--- src/verilog/ebpm_defines.vh ---
// Purpose: Shared constants of the external bus pin multiplexer
// Assumes: Byte addresses on a 32-bit Avalon-MM slave
// Notes:   Definitions only
`ifndef EBPM_DEFINES_VH
`define EBPM_DEFINES_VH

`define EBPM_MODE_NORMAL     2'b00
`define EBPM_MODE_EXPANDED   2'b01
`define EBPM_MODE_EMULATION  2'b10

`define EBPM_ADDR_W          6
`define EBPM_OFF_DATA_A      6'h00
`define EBPM_OFF_DIR_A       6'h04
`define EBPM_OFF_DATA_B      6'h08
`define EBPM_OFF_DIR_B       6'h0c
`define EBPM_OFF_DATA_C      6'h10
`define EBPM_OFF_DIR_C       6'h14
`define EBPM_OFF_DATA_D      6'h18
`define EBPM_OFF_DIR_D       6'h1c
`define EBPM_OFF_E7_CTRL     6'h20
`define EBPM_OFF_THRESH      6'h24
`define EBPM_OFF_STATUS      6'h28

`define EBPM_E7_OUT_BIT      0
`define EBPM_E7_DIR_BIT      1
`define EBPM_E7_CLKEN_BIT    2
`define EBPM_E7_UDSSEL_BIT   3
`define EBPM_E7_PIN_BIT      4

`define EBPM_THR_C_BIT       0
`define EBPM_THR_D_BIT       1
`define EBPM_THR_REDUCED     2'b11
`define EBPM_THR_FULL        2'b00

`define EBPM_RST_DATA        8'h00
`define EBPM_RST_DIR         8'h00
`define EBPM_RST_E7_CTRL     4'h0
`define EBPM_RST_THRESH      2'b00

`define EBPM_INIT_LATCH      2'h3

`endif

--- src/verilog/ebpm_sync2.v ---
// Purpose: Two-flop synchroniser for pin inputs
// Assumes: Inputs asynchronous to clk
// Notes:   First stage is read only by the second stage
`timescale 1ns/1ps
module ebpm_sync2 #(
    parameter W = 33
) (
    input  wire         clk,
    input  wire         nrst,
    input  wire [W-1:0] din,
    output wire [W-1:0] dout
);
    reg [W-1:0] meta_reg;
    reg [W-1:0] sync_reg;

    always @(posedge clk or negedge nrst) begin
        if (!nrst) begin
            meta_reg <= {W{1'b0}};
            sync_reg <= {W{1'b0}};
        end else begin
            meta_reg <= din;
            sync_reg <= meta_reg;
        end
    end

    assign dout = sync_reg;
endmodule

--- src/verilog/ebpm_pin_mux.v ---
// Purpose: Pin function multiplexer for ports A to D and port E pin 7
// Assumes: clk runs at four times the bus rate; core bus signals share clk
// Notes:   Pin outputs are registered, one clk behind the core signals
`timescale 1ns/1ps
`include "ebpm_defines.vh"
module ebpm_pin_mux (
    input  wire                   clk,
    input  wire                   nrst,
    input  wire [`EBPM_ADDR_W-1:0] avs_address,
    input  wire                   avs_read,
    input  wire                   avs_write,
    input  wire [31:0]            avs_writedata,
    input  wire [3:0]             avs_byteenable,
    output reg  [31:0]            avs_readdata,
    output wire                   avs_waitrequest,
    input  wire [1:0]             mcu_mode,
    input  wire [15:0]            ext_bus_addr,
    input  wire [15:0]            ext_bus_wdata,
    input  wire                   ext_bus_write,
    input  wire                   upper_data_strobe_n,
    input  wire [15:0]            visibility_read_data,
    input  wire                   visibility_phase,
    output wire [15:0]            ext_bus_rdata,
    input  wire [7:0]             port_a_pins_in,
    output reg  [7:0]             port_a_pins_out,
    output reg  [7:0]             port_a_pins_oe_n,
    input  wire [7:0]             port_b_pins_in,
    output reg  [7:0]             port_b_pins_out,
    output reg  [7:0]             port_b_pins_oe_n,
    input  wire [7:0]             port_c_pins_in,
    output reg  [7:0]             port_c_pins_out,
    output reg  [7:0]             port_c_pins_oe_n,
    input  wire [7:0]             port_d_pins_in,
    output reg  [7:0]             port_d_pins_out,
    output reg  [7:0]             port_d_pins_oe_n,
    input  wire                   port_e_pin7_in,
    output reg                    port_e_pin7_out,
    output reg                    port_e_pin7_oe_n,
    output reg                    port_e_pin7_pullup,
    output wire                   port_c_low_thresh,
    output wire                   port_d_low_thresh,
    output reg                    oscillator_select_input
);

    function is_bus_mode;
        input [1:0] m;
        begin
            is_bus_mode = (m == `EBPM_MODE_EXPANDED) || (m == `EBPM_MODE_EMULATION);
        end
    endfunction

    function [7:0] gpio_view;
        input [7:0] dout;
        input [7:0] dir;
        input [7:0] pin;
        begin
            gpio_view = (dout & dir) | (pin & ~dir);
        end
    endfunction

    wire [32:0] pins_sync;
    wire [31:0] pin_vec;
    wire        e7_sync;

    ebpm_sync2 #(.W(33)) u_sync (
        .clk  (clk),
        .nrst (nrst),
        .din  ({port_e_pin7_in, port_d_pins_in, port_c_pins_in, port_b_pins_in, port_a_pins_in}),
        .dout (pins_sync)
    );
    assign pin_vec = pins_sync[31:0];
    assign e7_sync = pins_sync[32];

    wire [31:0] dout_reg;
    wire [31:0] dir_reg;
    reg [3:0]  e7_ctrl_reg;
    reg [1:0]  thresh_reg;
    reg [1:0]  init_cnt_reg;
    reg        init_done_reg;
    reg        dclk_reg;
    reg        ack_reg;

    wire bus_mode  = is_bus_mode(mcu_mode);
    wire emul_mode = (mcu_mode == `EBPM_MODE_EMULATION);
    wire vis_now   = emul_mode & visibility_phase;
    wire wr_go     = avs_write & ack_reg & avs_byteenable[0];

    // Single wait state: request taken, answered one edge later
    assign avs_waitrequest = (avs_read | avs_write) & ~ack_reg;

    always @(posedge clk or negedge nrst) begin
        if (!nrst) begin
            ack_reg <= 1'b0;
        end else begin
            ack_reg <= (avs_read | avs_write) & ~ack_reg;
        end
    end

    genvar gi;
    generate
        for (gi = 0; gi < 4; gi = gi + 1) begin : g_port_regs
            // Each port owns its byte, so every slice has one driver
            reg [7:0] port_dout_reg;
            reg [7:0] port_dir_reg;
            always @(posedge clk or negedge nrst) begin
                if (!nrst) begin
                    port_dout_reg <= `EBPM_RST_DATA;
                    port_dir_reg  <= `EBPM_RST_DIR;
                end else if (wr_go) begin
                    if ({26'h0, avs_address} == gi * 8) begin
                        port_dout_reg <= avs_writedata[7:0];
                    end else if ({26'h0, avs_address} == gi * 8 + 4) begin
                        port_dir_reg <= avs_writedata[7:0];
                    end
                end
            end
            assign dout_reg[gi*8 +: 8] = port_dout_reg;
            assign dir_reg[gi*8 +: 8]  = port_dir_reg;
        end
    endgenerate

    always @(posedge clk or negedge nrst) begin
        if (!nrst) begin
            e7_ctrl_reg <= `EBPM_RST_E7_CTRL;
        end else if (wr_go && avs_address == `EBPM_OFF_E7_CTRL) begin
            e7_ctrl_reg <= avs_writedata[3:0];
        end
    end

    // Threshold default depends on mode, so it loads after release, not in reset
    always @(posedge clk or negedge nrst) begin
        if (!nrst) begin
            thresh_reg <= `EBPM_RST_THRESH;
        end else if (init_cnt_reg == 2'h0) begin
            thresh_reg <= bus_mode ? `EBPM_THR_REDUCED : `EBPM_THR_FULL;
        end else if (wr_go && avs_address == `EBPM_OFF_THRESH) begin
            thresh_reg <= avs_writedata[1:0];
        end
    end
    assign port_c_low_thresh = thresh_reg[`EBPM_THR_C_BIT];
    assign port_d_low_thresh = thresh_reg[`EBPM_THR_D_BIT];

    // Wait for the synchroniser to fill before sampling the strap
    always @(posedge clk or negedge nrst) begin
        if (!nrst) begin
            init_cnt_reg            <= 2'h0;
            init_done_reg           <= 1'b0;
            oscillator_select_input <= 1'b0;
            port_e_pin7_pullup      <= 1'b1;
        end else if (!init_done_reg) begin
            if (init_cnt_reg == `EBPM_INIT_LATCH) begin
                oscillator_select_input <= e7_sync;
                init_done_reg           <= 1'b1;
                port_e_pin7_pullup      <= 1'b0;
            end else begin
                init_cnt_reg <= init_cnt_reg + 2'h1;
            end
        end
    end

    // Toggles every clk: clk/2, twice the bus rate
    always @(posedge clk or negedge nrst) begin
        if (!nrst) begin
            dclk_reg <= 1'b0;
        end else begin
            dclk_reg <= ~dclk_reg;
        end
    end

    wire dclk_on = init_done_reg & (emul_mode | e7_ctrl_reg[`EBPM_E7_CLKEN_BIT]);

    reg [7:0] pa_out_next;
    reg [7:0] pa_oe_next;
    reg [7:0] pb_out_next;
    reg [7:0] pb_oe_next;
    reg [7:0] pc_out_next;
    reg [7:0] pc_oe_next;
    reg [7:0] pd_out_next;
    reg [7:0] pd_oe_next;
    reg       pe_out_next;
    reg       pe_oe_next;

    always @* begin
        pa_out_next = dout_reg[7:0];
        pa_oe_next  = ~dir_reg[7:0];
        pb_out_next = dout_reg[15:8];
        pb_oe_next  = ~dir_reg[15:8];
        pc_out_next = dout_reg[23:16];
        pc_oe_next  = ~dir_reg[23:16];
        pd_out_next = dout_reg[31:24];
        pd_oe_next  = ~dir_reg[31:24];
        if (bus_mode) begin
            pa_oe_next  = 8'h00;
            pa_out_next = vis_now ? visibility_read_data[15:8] : ext_bus_addr[15:8];
            pb_oe_next  = 8'h00;
            pb_out_next[7:1] = vis_now ? visibility_read_data[7:1] : ext_bus_addr[7:1];
            if (emul_mode) begin
                pb_out_next[0] = visibility_phase ? visibility_read_data[0] : ext_bus_addr[0];
            end else if (e7_ctrl_reg[`EBPM_E7_UDSSEL_BIT]) begin
                pb_out_next[0] = upper_data_strobe_n;
            end else begin
                pb_out_next[0] = ext_bus_addr[0];
            end
            pc_out_next = ext_bus_wdata[15:8];
            pc_oe_next  = {8{~ext_bus_write}};
            pd_out_next = ext_bus_wdata[7:0];
            pd_oe_next  = {8{~ext_bus_write}};
        end
        if (!init_done_reg) begin
            pe_out_next = 1'b0;
            pe_oe_next  = 1'b1;
        end else if (dclk_on) begin
            pe_out_next = ~dclk_reg;
            pe_oe_next  = 1'b0;
        end else begin
            pe_out_next = e7_ctrl_reg[`EBPM_E7_OUT_BIT];
            pe_oe_next  = ~e7_ctrl_reg[`EBPM_E7_DIR_BIT];
        end
    end

    always @(posedge clk or negedge nrst) begin
        if (!nrst) begin
            port_a_pins_out  <= 8'h00;
            port_a_pins_oe_n <= 8'hff;
            port_b_pins_out  <= 8'h00;
            port_b_pins_oe_n <= 8'hff;
            port_c_pins_out  <= 8'h00;
            port_c_pins_oe_n <= 8'hff;
            port_d_pins_out  <= 8'h00;
            port_d_pins_oe_n <= 8'hff;
            port_e_pin7_out  <= 1'b0;
            port_e_pin7_oe_n <= 1'b1;
        end else begin
            port_a_pins_out  <= pa_out_next;
            port_a_pins_oe_n <= pa_oe_next;
            port_b_pins_out  <= pb_out_next;
            port_b_pins_oe_n <= pb_oe_next;
            port_c_pins_out  <= pc_out_next;
            port_c_pins_oe_n <= pc_oe_next;
            port_d_pins_out  <= pd_out_next;
            port_d_pins_oe_n <= pd_oe_next;
            port_e_pin7_out  <= pe_out_next;
            port_e_pin7_oe_n <= pe_oe_next;
        end
    end

    // Read data taken from the synchronised data pins
    assign ext_bus_rdata = {pin_vec[23:16], pin_vec[31:24]};

    reg [31:0] rd_next;
    always @* begin
        rd_next = 32'h00000000;
        if (avs_address == `EBPM_OFF_DATA_A) begin
            rd_next[7:0] = gpio_view(dout_reg[7:0], dir_reg[7:0], pin_vec[7:0]);
        end else if (avs_address == `EBPM_OFF_DIR_A) begin
            rd_next[7:0] = dir_reg[7:0];
        end else if (avs_address == `EBPM_OFF_DATA_B) begin
            rd_next[7:0] = gpio_view(dout_reg[15:8], dir_reg[15:8], pin_vec[15:8]);
        end else if (avs_address == `EBPM_OFF_DIR_B) begin
            rd_next[7:0] = dir_reg[15:8];
        end else if (avs_address == `EBPM_OFF_DATA_C) begin
            rd_next[7:0] = gpio_view(dout_reg[23:16], dir_reg[23:16], pin_vec[23:16]);
        end else if (avs_address == `EBPM_OFF_DIR_C) begin
            rd_next[7:0] = dir_reg[23:16];
        end else if (avs_address == `EBPM_OFF_DATA_D) begin
            rd_next[7:0] = gpio_view(dout_reg[31:24], dir_reg[31:24], pin_vec[31:24]);
        end else if (avs_address == `EBPM_OFF_DIR_D) begin
            rd_next[7:0] = dir_reg[31:24];
        end else if (avs_address == `EBPM_OFF_E7_CTRL) begin
            rd_next[3:0] = e7_ctrl_reg;
            rd_next[`EBPM_E7_PIN_BIT] = e7_sync;
        end else if (avs_address == `EBPM_OFF_THRESH) begin
            rd_next[1:0] = thresh_reg;
        end else if (avs_address == `EBPM_OFF_STATUS) begin
            rd_next[4:0] = {init_done_reg, dclk_on, oscillator_select_input, mcu_mode};
        end
    end

    always @(posedge clk or negedge nrst) begin
        if (!nrst) begin
            avs_readdata <= 32'h00000000;
        end else if (avs_read & ~ack_reg) begin
            avs_readdata <= rd_next;
        end
    end

endmodule

--- config.mk ---
export PLATFORM = sky130hd
export DESIGN_NAME = ebpm_pin_mux
export DESIGN_NICKNAME = d
export VERILOG_FILES = /design/src/verilog/ebpm_sync2.v /design/src/verilog/ebpm_pin_mux.v
export VERILOG_INCLUDE_DIRS = /design/src /design/src/verilog
export SDC_FILE = /design/constraint.sdc
export NUM_CORES = 1
export LEC_CHECK = 0
export BUFFER_PORTS_ARGS = -buffer_cell sky130_fd_sc_hd__buf_2
export CORE_UTILIZATION = 55
export DETAILED_ROUTE_END_ITERATION = 10
export PLACE_DENSITY_LB_ADDON = 0.08
export SKIP_LAST_GASP = 1
export SYNTH_ARGS = -nofsm -noshare
export SYNTH_HDL_FRONTEND = slang
export SYNTH_SLANG_ARGS = --single-unit
--- constraint.sdc ---
create_clock -name clk -period 6.2 [get_ports clk]
set_clock_uncertainty 0.2 [all_clocks]
set_input_delay 1.24 -clock clk [delete_from_list [all_inputs] [get_ports clk]]
set_output_delay 1.24 -clock clk [all_outputs]
set_load 0.02 [all_outputs]
# ---- After elaboration in Yosys (flattened, before gate mapping)
# Index checks and enable logic that the tools add are counted.
dict set report totals {
  ff_bits 217
  input_bits 132
  out_inout_bits 119
  elab_cells 128
}
dict set report classes {
  n_addsub 1
  n_eq_ne 13
  mux 35
  bitwise_logic 34
  n_reduce_logical 16
}
# operator n
set op_table {}
lappend op_table {{$mux 8} 16}
lappend op_table {{$and 8x8->8} 8}
lappend op_table {{$not 8->8} 4}
lappend op_table {{$or 8x8->8} 4}
lappend op_table {{$eq 6x5->1 const B} 4}
lappend op_table {{$eq 6x6->1 const B} 3}
lappend op_table {{$mux 5} 3}
lappend op_table {{$eq 6x4->1 const B} 2}
lappend op_table {{$reduce_and 2->1} 6}
lappend op_table {{$reduce_and 3->1} 4}
lappend op_table {{$not 1->1} 10}
lappend op_table {{$mux 1} 9}
lappend op_table {{$mux 2} 4}
lappend op_table {{$mux 7} 1}
lappend op_table {{$and 1x1->1} 6}
lappend op_table {{$eq 6x3->1 const B} 1}
lappend op_table {{$logic_not 6->1} 1}
lappend op_table {{$mux 3} 2}
lappend op_table {{$eq 2x2->1 const B} 2}
lappend op_table {{$add 2x1->2 const B} 1}
lappend op_table {{$eq 2x1->1 const B} 1}
lappend op_table {{$logic_and 1x1->1} 2}
lappend op_table {{$logic_not 2->1} 1}
lappend op_table {{$or 1x1->1} 2}
lappend op_table {{2 further kinds} 2}

# ---- Depth between registers and ports, before layout
# Gate-level depths: netlist of run 1.
dict set report logic_depth {
  ltp_word 14
  ltp_mapped 7
  mapped_depth_nobuf 6
}

# ---- By module
# A second synthesis of run 1 with hierarchy kept.
dict set report hier_totals {
  hier_cells 661
  hier_area_um2 8704.6
}
# module instances cells_each area_each_um2 seq_area_each_um2
set modules_own_cells {}
lappend modules_own_cells {ebpm_pin_mux 1 595 7053.0 3821.2}
lappend modules_own_cells {ebpm_sync2 1 66 1651.6 1651.6}

# ---- Worst setup path after synthesis of run 1
# No wires, ideal clock.
dict set report synth_path {
  path_kind {input -> register}
  start {in avs_address[5]}
  end {reg g_port_regs[1].port_dir_reg[5]}
  setup_ns 0.125
  arrival_ns 2.766
  required_ns 5.875
  path_slack_ns 3.109
  path_stages 6
  path_buffers 3
  path_cell_list {clkbuf_2 -> or4_4 -> buf_6 -> nor3_2 -> buf_4 -> mux2_2}
}
dict set report synth_via {
  elab_chain_cells 3
  elab_cells_between_ends 4
  classes_between {2 x eq/ne; 1 x bitwise; 1 x reduce/logical}
}
# element line_no
set synth_rtl {}
lappend synth_rtl {{start: declaration} ebpm_pin_mux.v:9} ;# input wire [`EBPM_ADDR_W-1:0] avs_address,
lappend synth_rtl {{$eq 6x4->1} ebpm_pin_mux.v:110} ;# if ({26'h0, avs_address} == gi * 8) begin
lappend synth_rtl {{$not 1->1 (no line)} n/a}
lappend synth_rtl {{$reduce_and 3->1 (no line) *} n/a}
lappend synth_rtl {{end signal: assignment} ebpm_pin_mux.v:108} ;# port_dir_reg <= `EBPM_RST_DIR;
lappend synth_rtl {{end signal: assignment} ebpm_pin_mux.v:113} ;# port_dir_reg <= avs_writedata[7:0];
lappend synth_rtl {{end: declaration} ebpm_pin_mux.v:104} ;# reg [7:0] port_dir_reg;
# Every way passes the cells marked *; elsewhere a longest branch is shown, timed or not.
# A chain may end at the register's enable or synchronous reset.

# ---- Worst setup path in the final report of run 1
dict set report layout_path {
  start {in avs_address[4]}
  end {reg g_port_regs[3].port_dout_reg[0]}
}
dict set report layout_via {
  elab_chain_cells 2
}
# element line_no
set layout_rtl {}
lappend layout_rtl {{$eq 6x5->1} ebpm_pin_mux.v:110}
lappend layout_rtl {{$reduce_and 2->1 (no line)} n/a}
lappend layout_rtl {{end signal: assignment} ebpm_pin_mux.v:107} ;# port_dout_reg <= `EBPM_RST_DATA;
lappend layout_rtl {{end signal: assignment} ebpm_pin_mux.v:111} ;# port_dout_reg <= avs_writedata[7:0];
lappend layout_rtl {{end: declaration} ebpm_pin_mux.v:103} ;# reg [7:0] port_dout_reg;
# No other way between the ends.

==> flow_summary_export.csv, run 1 <==
group,metric,value,unit
status,run_status,"finished clean",
setup_path,cp-end-kind,"register",
pwr,p_comb_frac,0.113,
grt,grt_pass1_vias,5959,
yosys,synthesis.area_per_instance,12.9,um2
setup_path,critical_path.top_delay_family,"simple AND/OR/NAND/NOR gates",
pwr,switching_fraction_of_total_power,0.244,
setup_path,worstPathBufferInverterCount,1,
setup_path,worst_setup_path_startpoint,"avs_address[4]",
setup_path,critical_path.max_fanout,19,
timing,worst_hold_slack,0.147,ns
pwr,power.internal,2.53,mW
yosys,synth.area.mux_share,0.161,
cts,tritoncts_clock_tree,"done",
routing,final_antenna_net_count,0,
floorplanning,die_h,130,um
cts,cts.root.buffer_cell,"sky130_fd_sc_hd__clkbuf_16",
floorplanning,placement_rows,46,
yosys,synth_cells,692,
setup_path,cpPeakStageDelay,0.76,ns
layout,layout.cells.most_common_list,"sky130_fd_sc_hd__buf_2, sky130_fd_sc_hd__dfrtp_1, sky130_fd_sc_hd__mux2_2",
floorplanning,floorplan.core_area,0.0159,mm2
pwr,switchingPower,0.817,mW
routing,drc,0,
setup_path,crit-reg2reg-launch,"ack_reg",
cts,clkSlewWorstSetupHoldPaths,0.06,ns
yosys,ys_dominant_reg_cell,"sky130_fd_sc_hd__dfrtp_1",
yosys,postSynth.asyncResetShare,1.00,
timing,fin_tns_setup,0,ns
timing,layout_min_cycle_time,3.38,ns
routing,drt_first_pass_iters,4,
setup_path,reg2reg_depth,4,
yosys,synth_top_family_by_area,"multiplexers",
pwr,p_per_area,313,mW/mm2
yosys,seq_area_frac_synth,0.612,
setup_path,critical_path.reg2reg.endpoint,"g_port_regs[3].port_dout_reg[0]",
routing,num_vias,5835,
flow_run,maxCapViolCount,0,
yosys,ys.warnings.count,0,
pwr,power.sequential.fraction,0.469,
layout,final_core_utilization,0.672,
cts,cts.htree.levels,1,
grt,grt_antenna_before_repair,2,
floorplanning,die_area,0.0168,mm2
yosys,post_synth_num_cell_types,59,
placed_design,placement.setup.worst_slack,2.34,ns
layout,finalNetCount,1003,
routing,drt_iter0_markers,310,
routing,postRouteWirelength,20.8,mm
setup_path,worstPathArrival,3.55,ns
placed_design,place_congestion,0.883,
yosys,cell_type_with_the_highest_aggregate_area_in_the_netlist,"sky130_fd_sc_hd__dfrtp_1",
yosys,synth-adder-area-share,0.00420,
setup_path,timing.critical_path.cells,"buf_2 -> nor4b_4 -> nand2b_1 -> nor2_2 -> mux2_2",
yosys,ys_top_cells_by_area,"sky130_fd_sc_hd__dfrtp_1, sky130_fd_sc_hd__mux2_2, sky130_fd_sc_hd__dfstp_2",
layout,areaGrowthSynthToFinish,19.3,%
worst_hold_path,hp-start,"u_sync.meta_reg[16]",
worst_hold_path,hp-class,"register to register",
pwr,total_power,3.34,mW
layout,final_layout_size_suffix_gt1_frac,0.422,
layout,final_common_cell,"sky130_fd_sc_hd__buf_2",
timing,fin_ws,2.82,ns
routing,route.detailed.wl_per_inst,18.8,um
setup_path,start_kind,"input port",
yosys,yosys.area_share.simple,0.0822,
grt,grt.overflow.total,0,
cts,clk_path_buf_depth,3,
timing,relSlewSlack,0.422,
pwr,vdd_ir_max,0.205,mV
timing,hold_violations,0,
grt,grt_most_used_layer,"met2",
grt,use_met2,0.410,
yosys,synth_enable_flop_cells,0,
timing,timing.fmax,0.296,GHz
floorplanning,initial_core_util,0.563,
setup_path,crit_path_top_delay_cell,"sky130_fd_sc_hd__nor4b_4",
setup_path,worstPathRequired,6.38,ns
cts,postCtsSetupBuffers,0,
cts,cts_hold_buf,0,
timing,worstMarginPinSlew,0.867,ns
timing,slew_violations,0,
cts,cts_num_sinks,217,
pwr,power_leakage,5.18,nW
placed_design,io_buffers,199,
cts,clock_latency,0.50,ns
timing,finalSetupViolCount,0,
setup_path,worst-path-stages,5,
grt,met3_usage,0.0388,
routing,vias_per_cell,5.29,
cts,cts-buffers-inserted,22,
grt,grt_use_total,0.252,
pwr,clock_power_share,0.419,
timing,rsz0062_at_grt,"false",
worst_hold_path,min_path_cells,0,
setup_path,path_class,"input port to register",
yosys,xor_xnor_share_of_the_synthesized_area,0.000979,
setup_path,rrSetupSlack,3.91,ns
grt,grt_start_max_net_pins,115,
grt,grt_first_pass_wirelength,32.1,mm
timing,min_period_over_period,0.545,
yosys,yosysTopAreaCellShare,0.512,
yosys,yosys_register_bits,217,
yosys,synth_compound_area_frac,0.0832,
cts,post_cts.resized_instances,0,
placed_design,dpl.hpwl,14.6,mm
setup_path,setup.worst_path.end,"g_port_regs[3].port_dout_reg[0]",
yosys,synthesis.area,0.00895,mm2
floorplanning,fp.dieW,130,um
floorplanning,io_pins,251,
grt,groute.layer.met1.usage,0.359,
[Yosys cell counts, drive strengths merged (3+ instances only)]
cell type,number
nor3b,4
a211oi,5
ha,3
a22oi,8
dfstp,34
nand4,4
o31ai,5
mux2,88
nand3,5
clkbuf,23
o21ai,44
a31oi,6
nand2b,12
nor2,18
inv,12
nor2b,22
dfrtp,183
mux2i,45
buf,51
or3,4
a21oi,35
nand2,35
nor3,11
[power by group through the flow]
stage / clock, mW / combinational, mW / sequential [mW]
2_1_floorplan: 0 / 0.181 / 1.64
3_3_place_gp: 0 / 0.372 / 1.59
3_5_place_dp: 0 / 0.380 / 1.59
4_1_cts: 1.43 / 0.381 / 1.57
5_1_grt: 1.48 / 0.413 / 1.58
6_report: 1.40 / 0.377 / 1.57
[routing by layer]
layer	vias up	routed length, um
li1	2719	-
met3	29	1280
met1	2875	9350
met4	0	313
met5	-	0
met2	212	9830
[area by class of cell]
class                   count  area (um2)
flip-flops and latches    217        5470
fillers                  1230        5210
multi-input cells         411        3060
repair buffers            203        1040
clock buffers              31         624
well taps                 216         270
clock inverters             9         159
inverters                  13        48.8
diodes                      2        5.00
[worst min-delay path by stage]
| stage | to | slack (ns) |
|---|---|---|
| 2_1_floorplan | u_sync.dout[0] | 0.13 |
| 3_3_place_gp | u_sync.dout[18] | 0.13 |
| 3_5_place_dp | u_sync.dout[16] | 0.13 |
| 4_1_cts | u_sync.dout[16] | 0.15 |
| 5_1_grt | u_sync.dout[28] | 0.15 |
| 6_report | u_sync.dout[16] | 0.15 |
[per-stage QoR]
| step | cell area (um2) | instances |
|---|---|---|
| 2_1_floorplan | 9030 | 715 |
| 3_3_place_gp | 9890 | 1060 |
| 3_5_place_dp | 9890 | 1060 |
| 4_1_cts | 10700 | 1100 |
| 5_1_grt | 10700 | 1102 |
| 6_report | 10700 | 1102 |
[worst register-to-register path: cells and delay by family, from the launching register on]
family           cells  cell delay [ns]
multiplexers         1             0.41
AND/OR/NAND/NOR      3             1.22
flip-flops           1             0.35
[kinds of logic (layout without fill, tap and decap cells)]
logic type,count (synthesis),in the layout
XOR/XNOR,1,1
AND/OR/NAND/NOR,126,126
AO/OA/AOI/OAI,124,124
multiplexers,133,133
flip-flops,217,217
buffers and inverters,87,256
other,1,26
adder cells (fa/ha/maj),3,3
(Power assumes the default switching activity.)
==> run 2, diff against run 1 <==
Settings changed: CORE_UTILIZATION 55 to 52.
Clock period 6.2 ns to 3.5 ns, I/O delays scaled along.
==> flow_summary_export.csv, run 2 (synthesis results as in run 1) <==
group,metric,value,unit
timing,rsz0062_at_grt,"false",
timing,worstMarginPinSlew,0.832,ns
grt,grt_pass1_vias,6134,
layout,final_common_cell,"sky130_fd_sc_hd__buf_2",
timing,relSlewSlack,0.445,
floorplanning,floorplan.core_area,0.0167,mm2
cts,post_cts.resized_instances,0,
grt,grt_use_total,0.242,
placed_design,place_congestion,0.842,
timing,fin_tns_setup,0,ns
setup_path,path_class,"input port to register",
setup_path,timing.critical_path.cells,"buf_2 -> or4_4 -> nor3_4 -> mux2_2",
cts,cts.htree.levels,1,
floorplanning,die_h,133,um
grt,grt_start_max_net_pins,88,
cts,postCtsSetupBuffers,0,
setup_path,crit_path_top_delay_cell,"sky130_fd_sc_hd__or4_4",
placed_design,dpl.hpwl,14.8,mm
timing,layout_min_cycle_time,2.28,ns
routing,drc,0,
setup_path,worstPathRequired,3.68,ns
layout,num-fill-cells,1338,
grt,grt.overflow.total,0,
timing,hold_violations,0,
pwr,vdd_ir_max,0.423,mV
layout,areaGrowthSynthToFinish,20.3,%
cts,clkSlewWorstSetupHoldPaths,0.06,ns
timing,fin_ws,1.22,ns
routing,drt_iter0_markers,386,
placed_design,placement.setup.worst_slack,0.723,ns
cts,tritoncts_clock_tree,"done",
routing,num_vias,6007,
pwr,power_leakage,5.24,nW
routing,drt_first_pass_iters,5,
routing,postRouteWirelength,20.9,mm
setup_path,start_kind,"input port",
floorplanning,io_pins,251,
routing,vias_per_cell,5.38,
pwr,p_per_area,542,mW/mm2
floorplanning,die_area,0.0177,mm2
cts,clk_path_buf_depth,3,
setup_path,cp-end-kind,"register",
layout,finalNetCount,1014,
timing,timing.fmax,0.439,GHz
status,run_status,"finished clean",
setup_path,reg2reg_depth,5,
floorplanning,fp.dieW,133,um
layout,final_core_utilization,0.645,
setup_path,crit-reg2reg-launch,"ack_reg",
placed_design,io_buffers,199,
flow_run,maxCapViolCount,0,
setup_path,rrSetupSlack,1.39,ns
setup_path,worstPathArrival,2.46,ns
setup_path,worstPathBufferInverterCount,1,
routing,route.detailed.wl_per_inst,18.7,um
grt,grt_first_pass_wirelength,33.2,mm
routing,final_antenna_net_count,0,
cts,cts-buffers-inserted,23,
setup_path,cpPeakStageDelay,0.69,ns
cts,cts_hold_buf,0,
setup_path,critical_path.top_delay_family,"simple AND/OR/NAND/NOR gates",
cts,cts.root.buffer_cell,"sky130_fd_sc_hd__clkbuf_16",
floorplanning,initial_core_util,0.536,
timing,min_period_over_period,0.650,
timing,finalSetupViolCount,0,
grt,grt_antenna_before_repair,4,
cts,cts_num_sinks,217,
floorplanning,placement_rows,47,
setup_path,critical_path.reg2reg.endpoint,"g_port_regs[3].port_dout_reg[3]",
setup_path,critical_path.max_fanout,11,
cts,clock_latency,0.50,ns
timing,slew_violations,0,
layout,final_layout_size_suffix_gt1_frac,0.431,
worst_hold_path,hp-class,"input port to async pin",
layout,layout.cells.most_common_list,"sky130_fd_sc_hd__buf_2, sky130_fd_sc_hd__dfrtp_1, sky130_fd_sc_hd__mux2_2",
-- run 2: cell count changes in the layout (fill, tap and decap cells not counted), sizes merged --
cell,before,now
clkinvlp,1,2
buf,203,213
inv,12,13
bufinv,4,1
clkbuf,31,33
-- run 2: layout make-up --
class / instances / area, um2 / area share
antenna: 2 / 5.00 / 0.000465
clock buffer: 33 / 683 / 0.0634
clock inverter: 8 / 73.8 / 0.00686
inverter: 13 / 48.8 / 0.00453
multi-input combinational: 411 / 3060 / 0.284
sequential: 217 / 5470 / 0.508
tap: 220 / 275 / 0.0256
timing repair buffer: 213 / 1150 / 0.107
-- run 2: worst max path at each step --
stage,slack (ns),startpoint,cells past startpoint,endpoint
global route,1.19,avs_address[4],5,g_port_regs[3].port_dout_reg[3]
floorplan,0.95,avs_address[5],6,g_port_regs[1].port_dir_reg[5]
detailed placement,0.72,avs_address[1],4,g_port_regs[0].port_dir_reg[1]
finish,1.22,avs_address[1],4,g_port_regs[0].port_dir_reg[1]
global placement,0.75,avs_address[1],4,g_port_regs[0].port_dir_reg[5]
CTS,1.25,avs_address[1],4,g_port_regs[0].port_dir_reg[1]
-- run 2: layer usage --
layer | global-route usage | vias up | share of wire | routed length, um
li1 | - | 2742 | - | -
met1 | 0.347 | 2988 | 0.45 | 9430
met2 | 0.379 | 237 | 0.46 | 9570
met3 | 0.0487 | 38 | 0.067 | 1410
met4 | 0.0669 | 2 | 0.021 | 440
met5 | 0 | - | 0.00048 | 10
-- run 2: where the power goes --
| part | switching, mW | leakage [nW] | total (mW) | internal, mW |
|---|---|---|---|---|
| combinational | 0.427 | 2.21 | 0.682 | 0.255 |
| sequential | 0.0851 | 2.65 | 2.78 | 2.69 |
| clock | 0.951 | 0.372 | 2.38 | 1.43 |
| total | 1.46 | 5.24 | 5.84 | 4.37 |
-- run 2: stage by stage --
step	total power [mW]	cell area (um2)	hold WS, ns	cells
2_1_floorplan	3.22	9030	0.131	715
3_3_place_gp	3.49	10000	0.132	1074
3_5_place_dp	3.51	10000	0.135	1074
4_1_cts	5.91	10800	0.0140	1115
5_1_grt	6.08	10800	0.0472	1117
6_report	5.84	10800	0.000707	1117
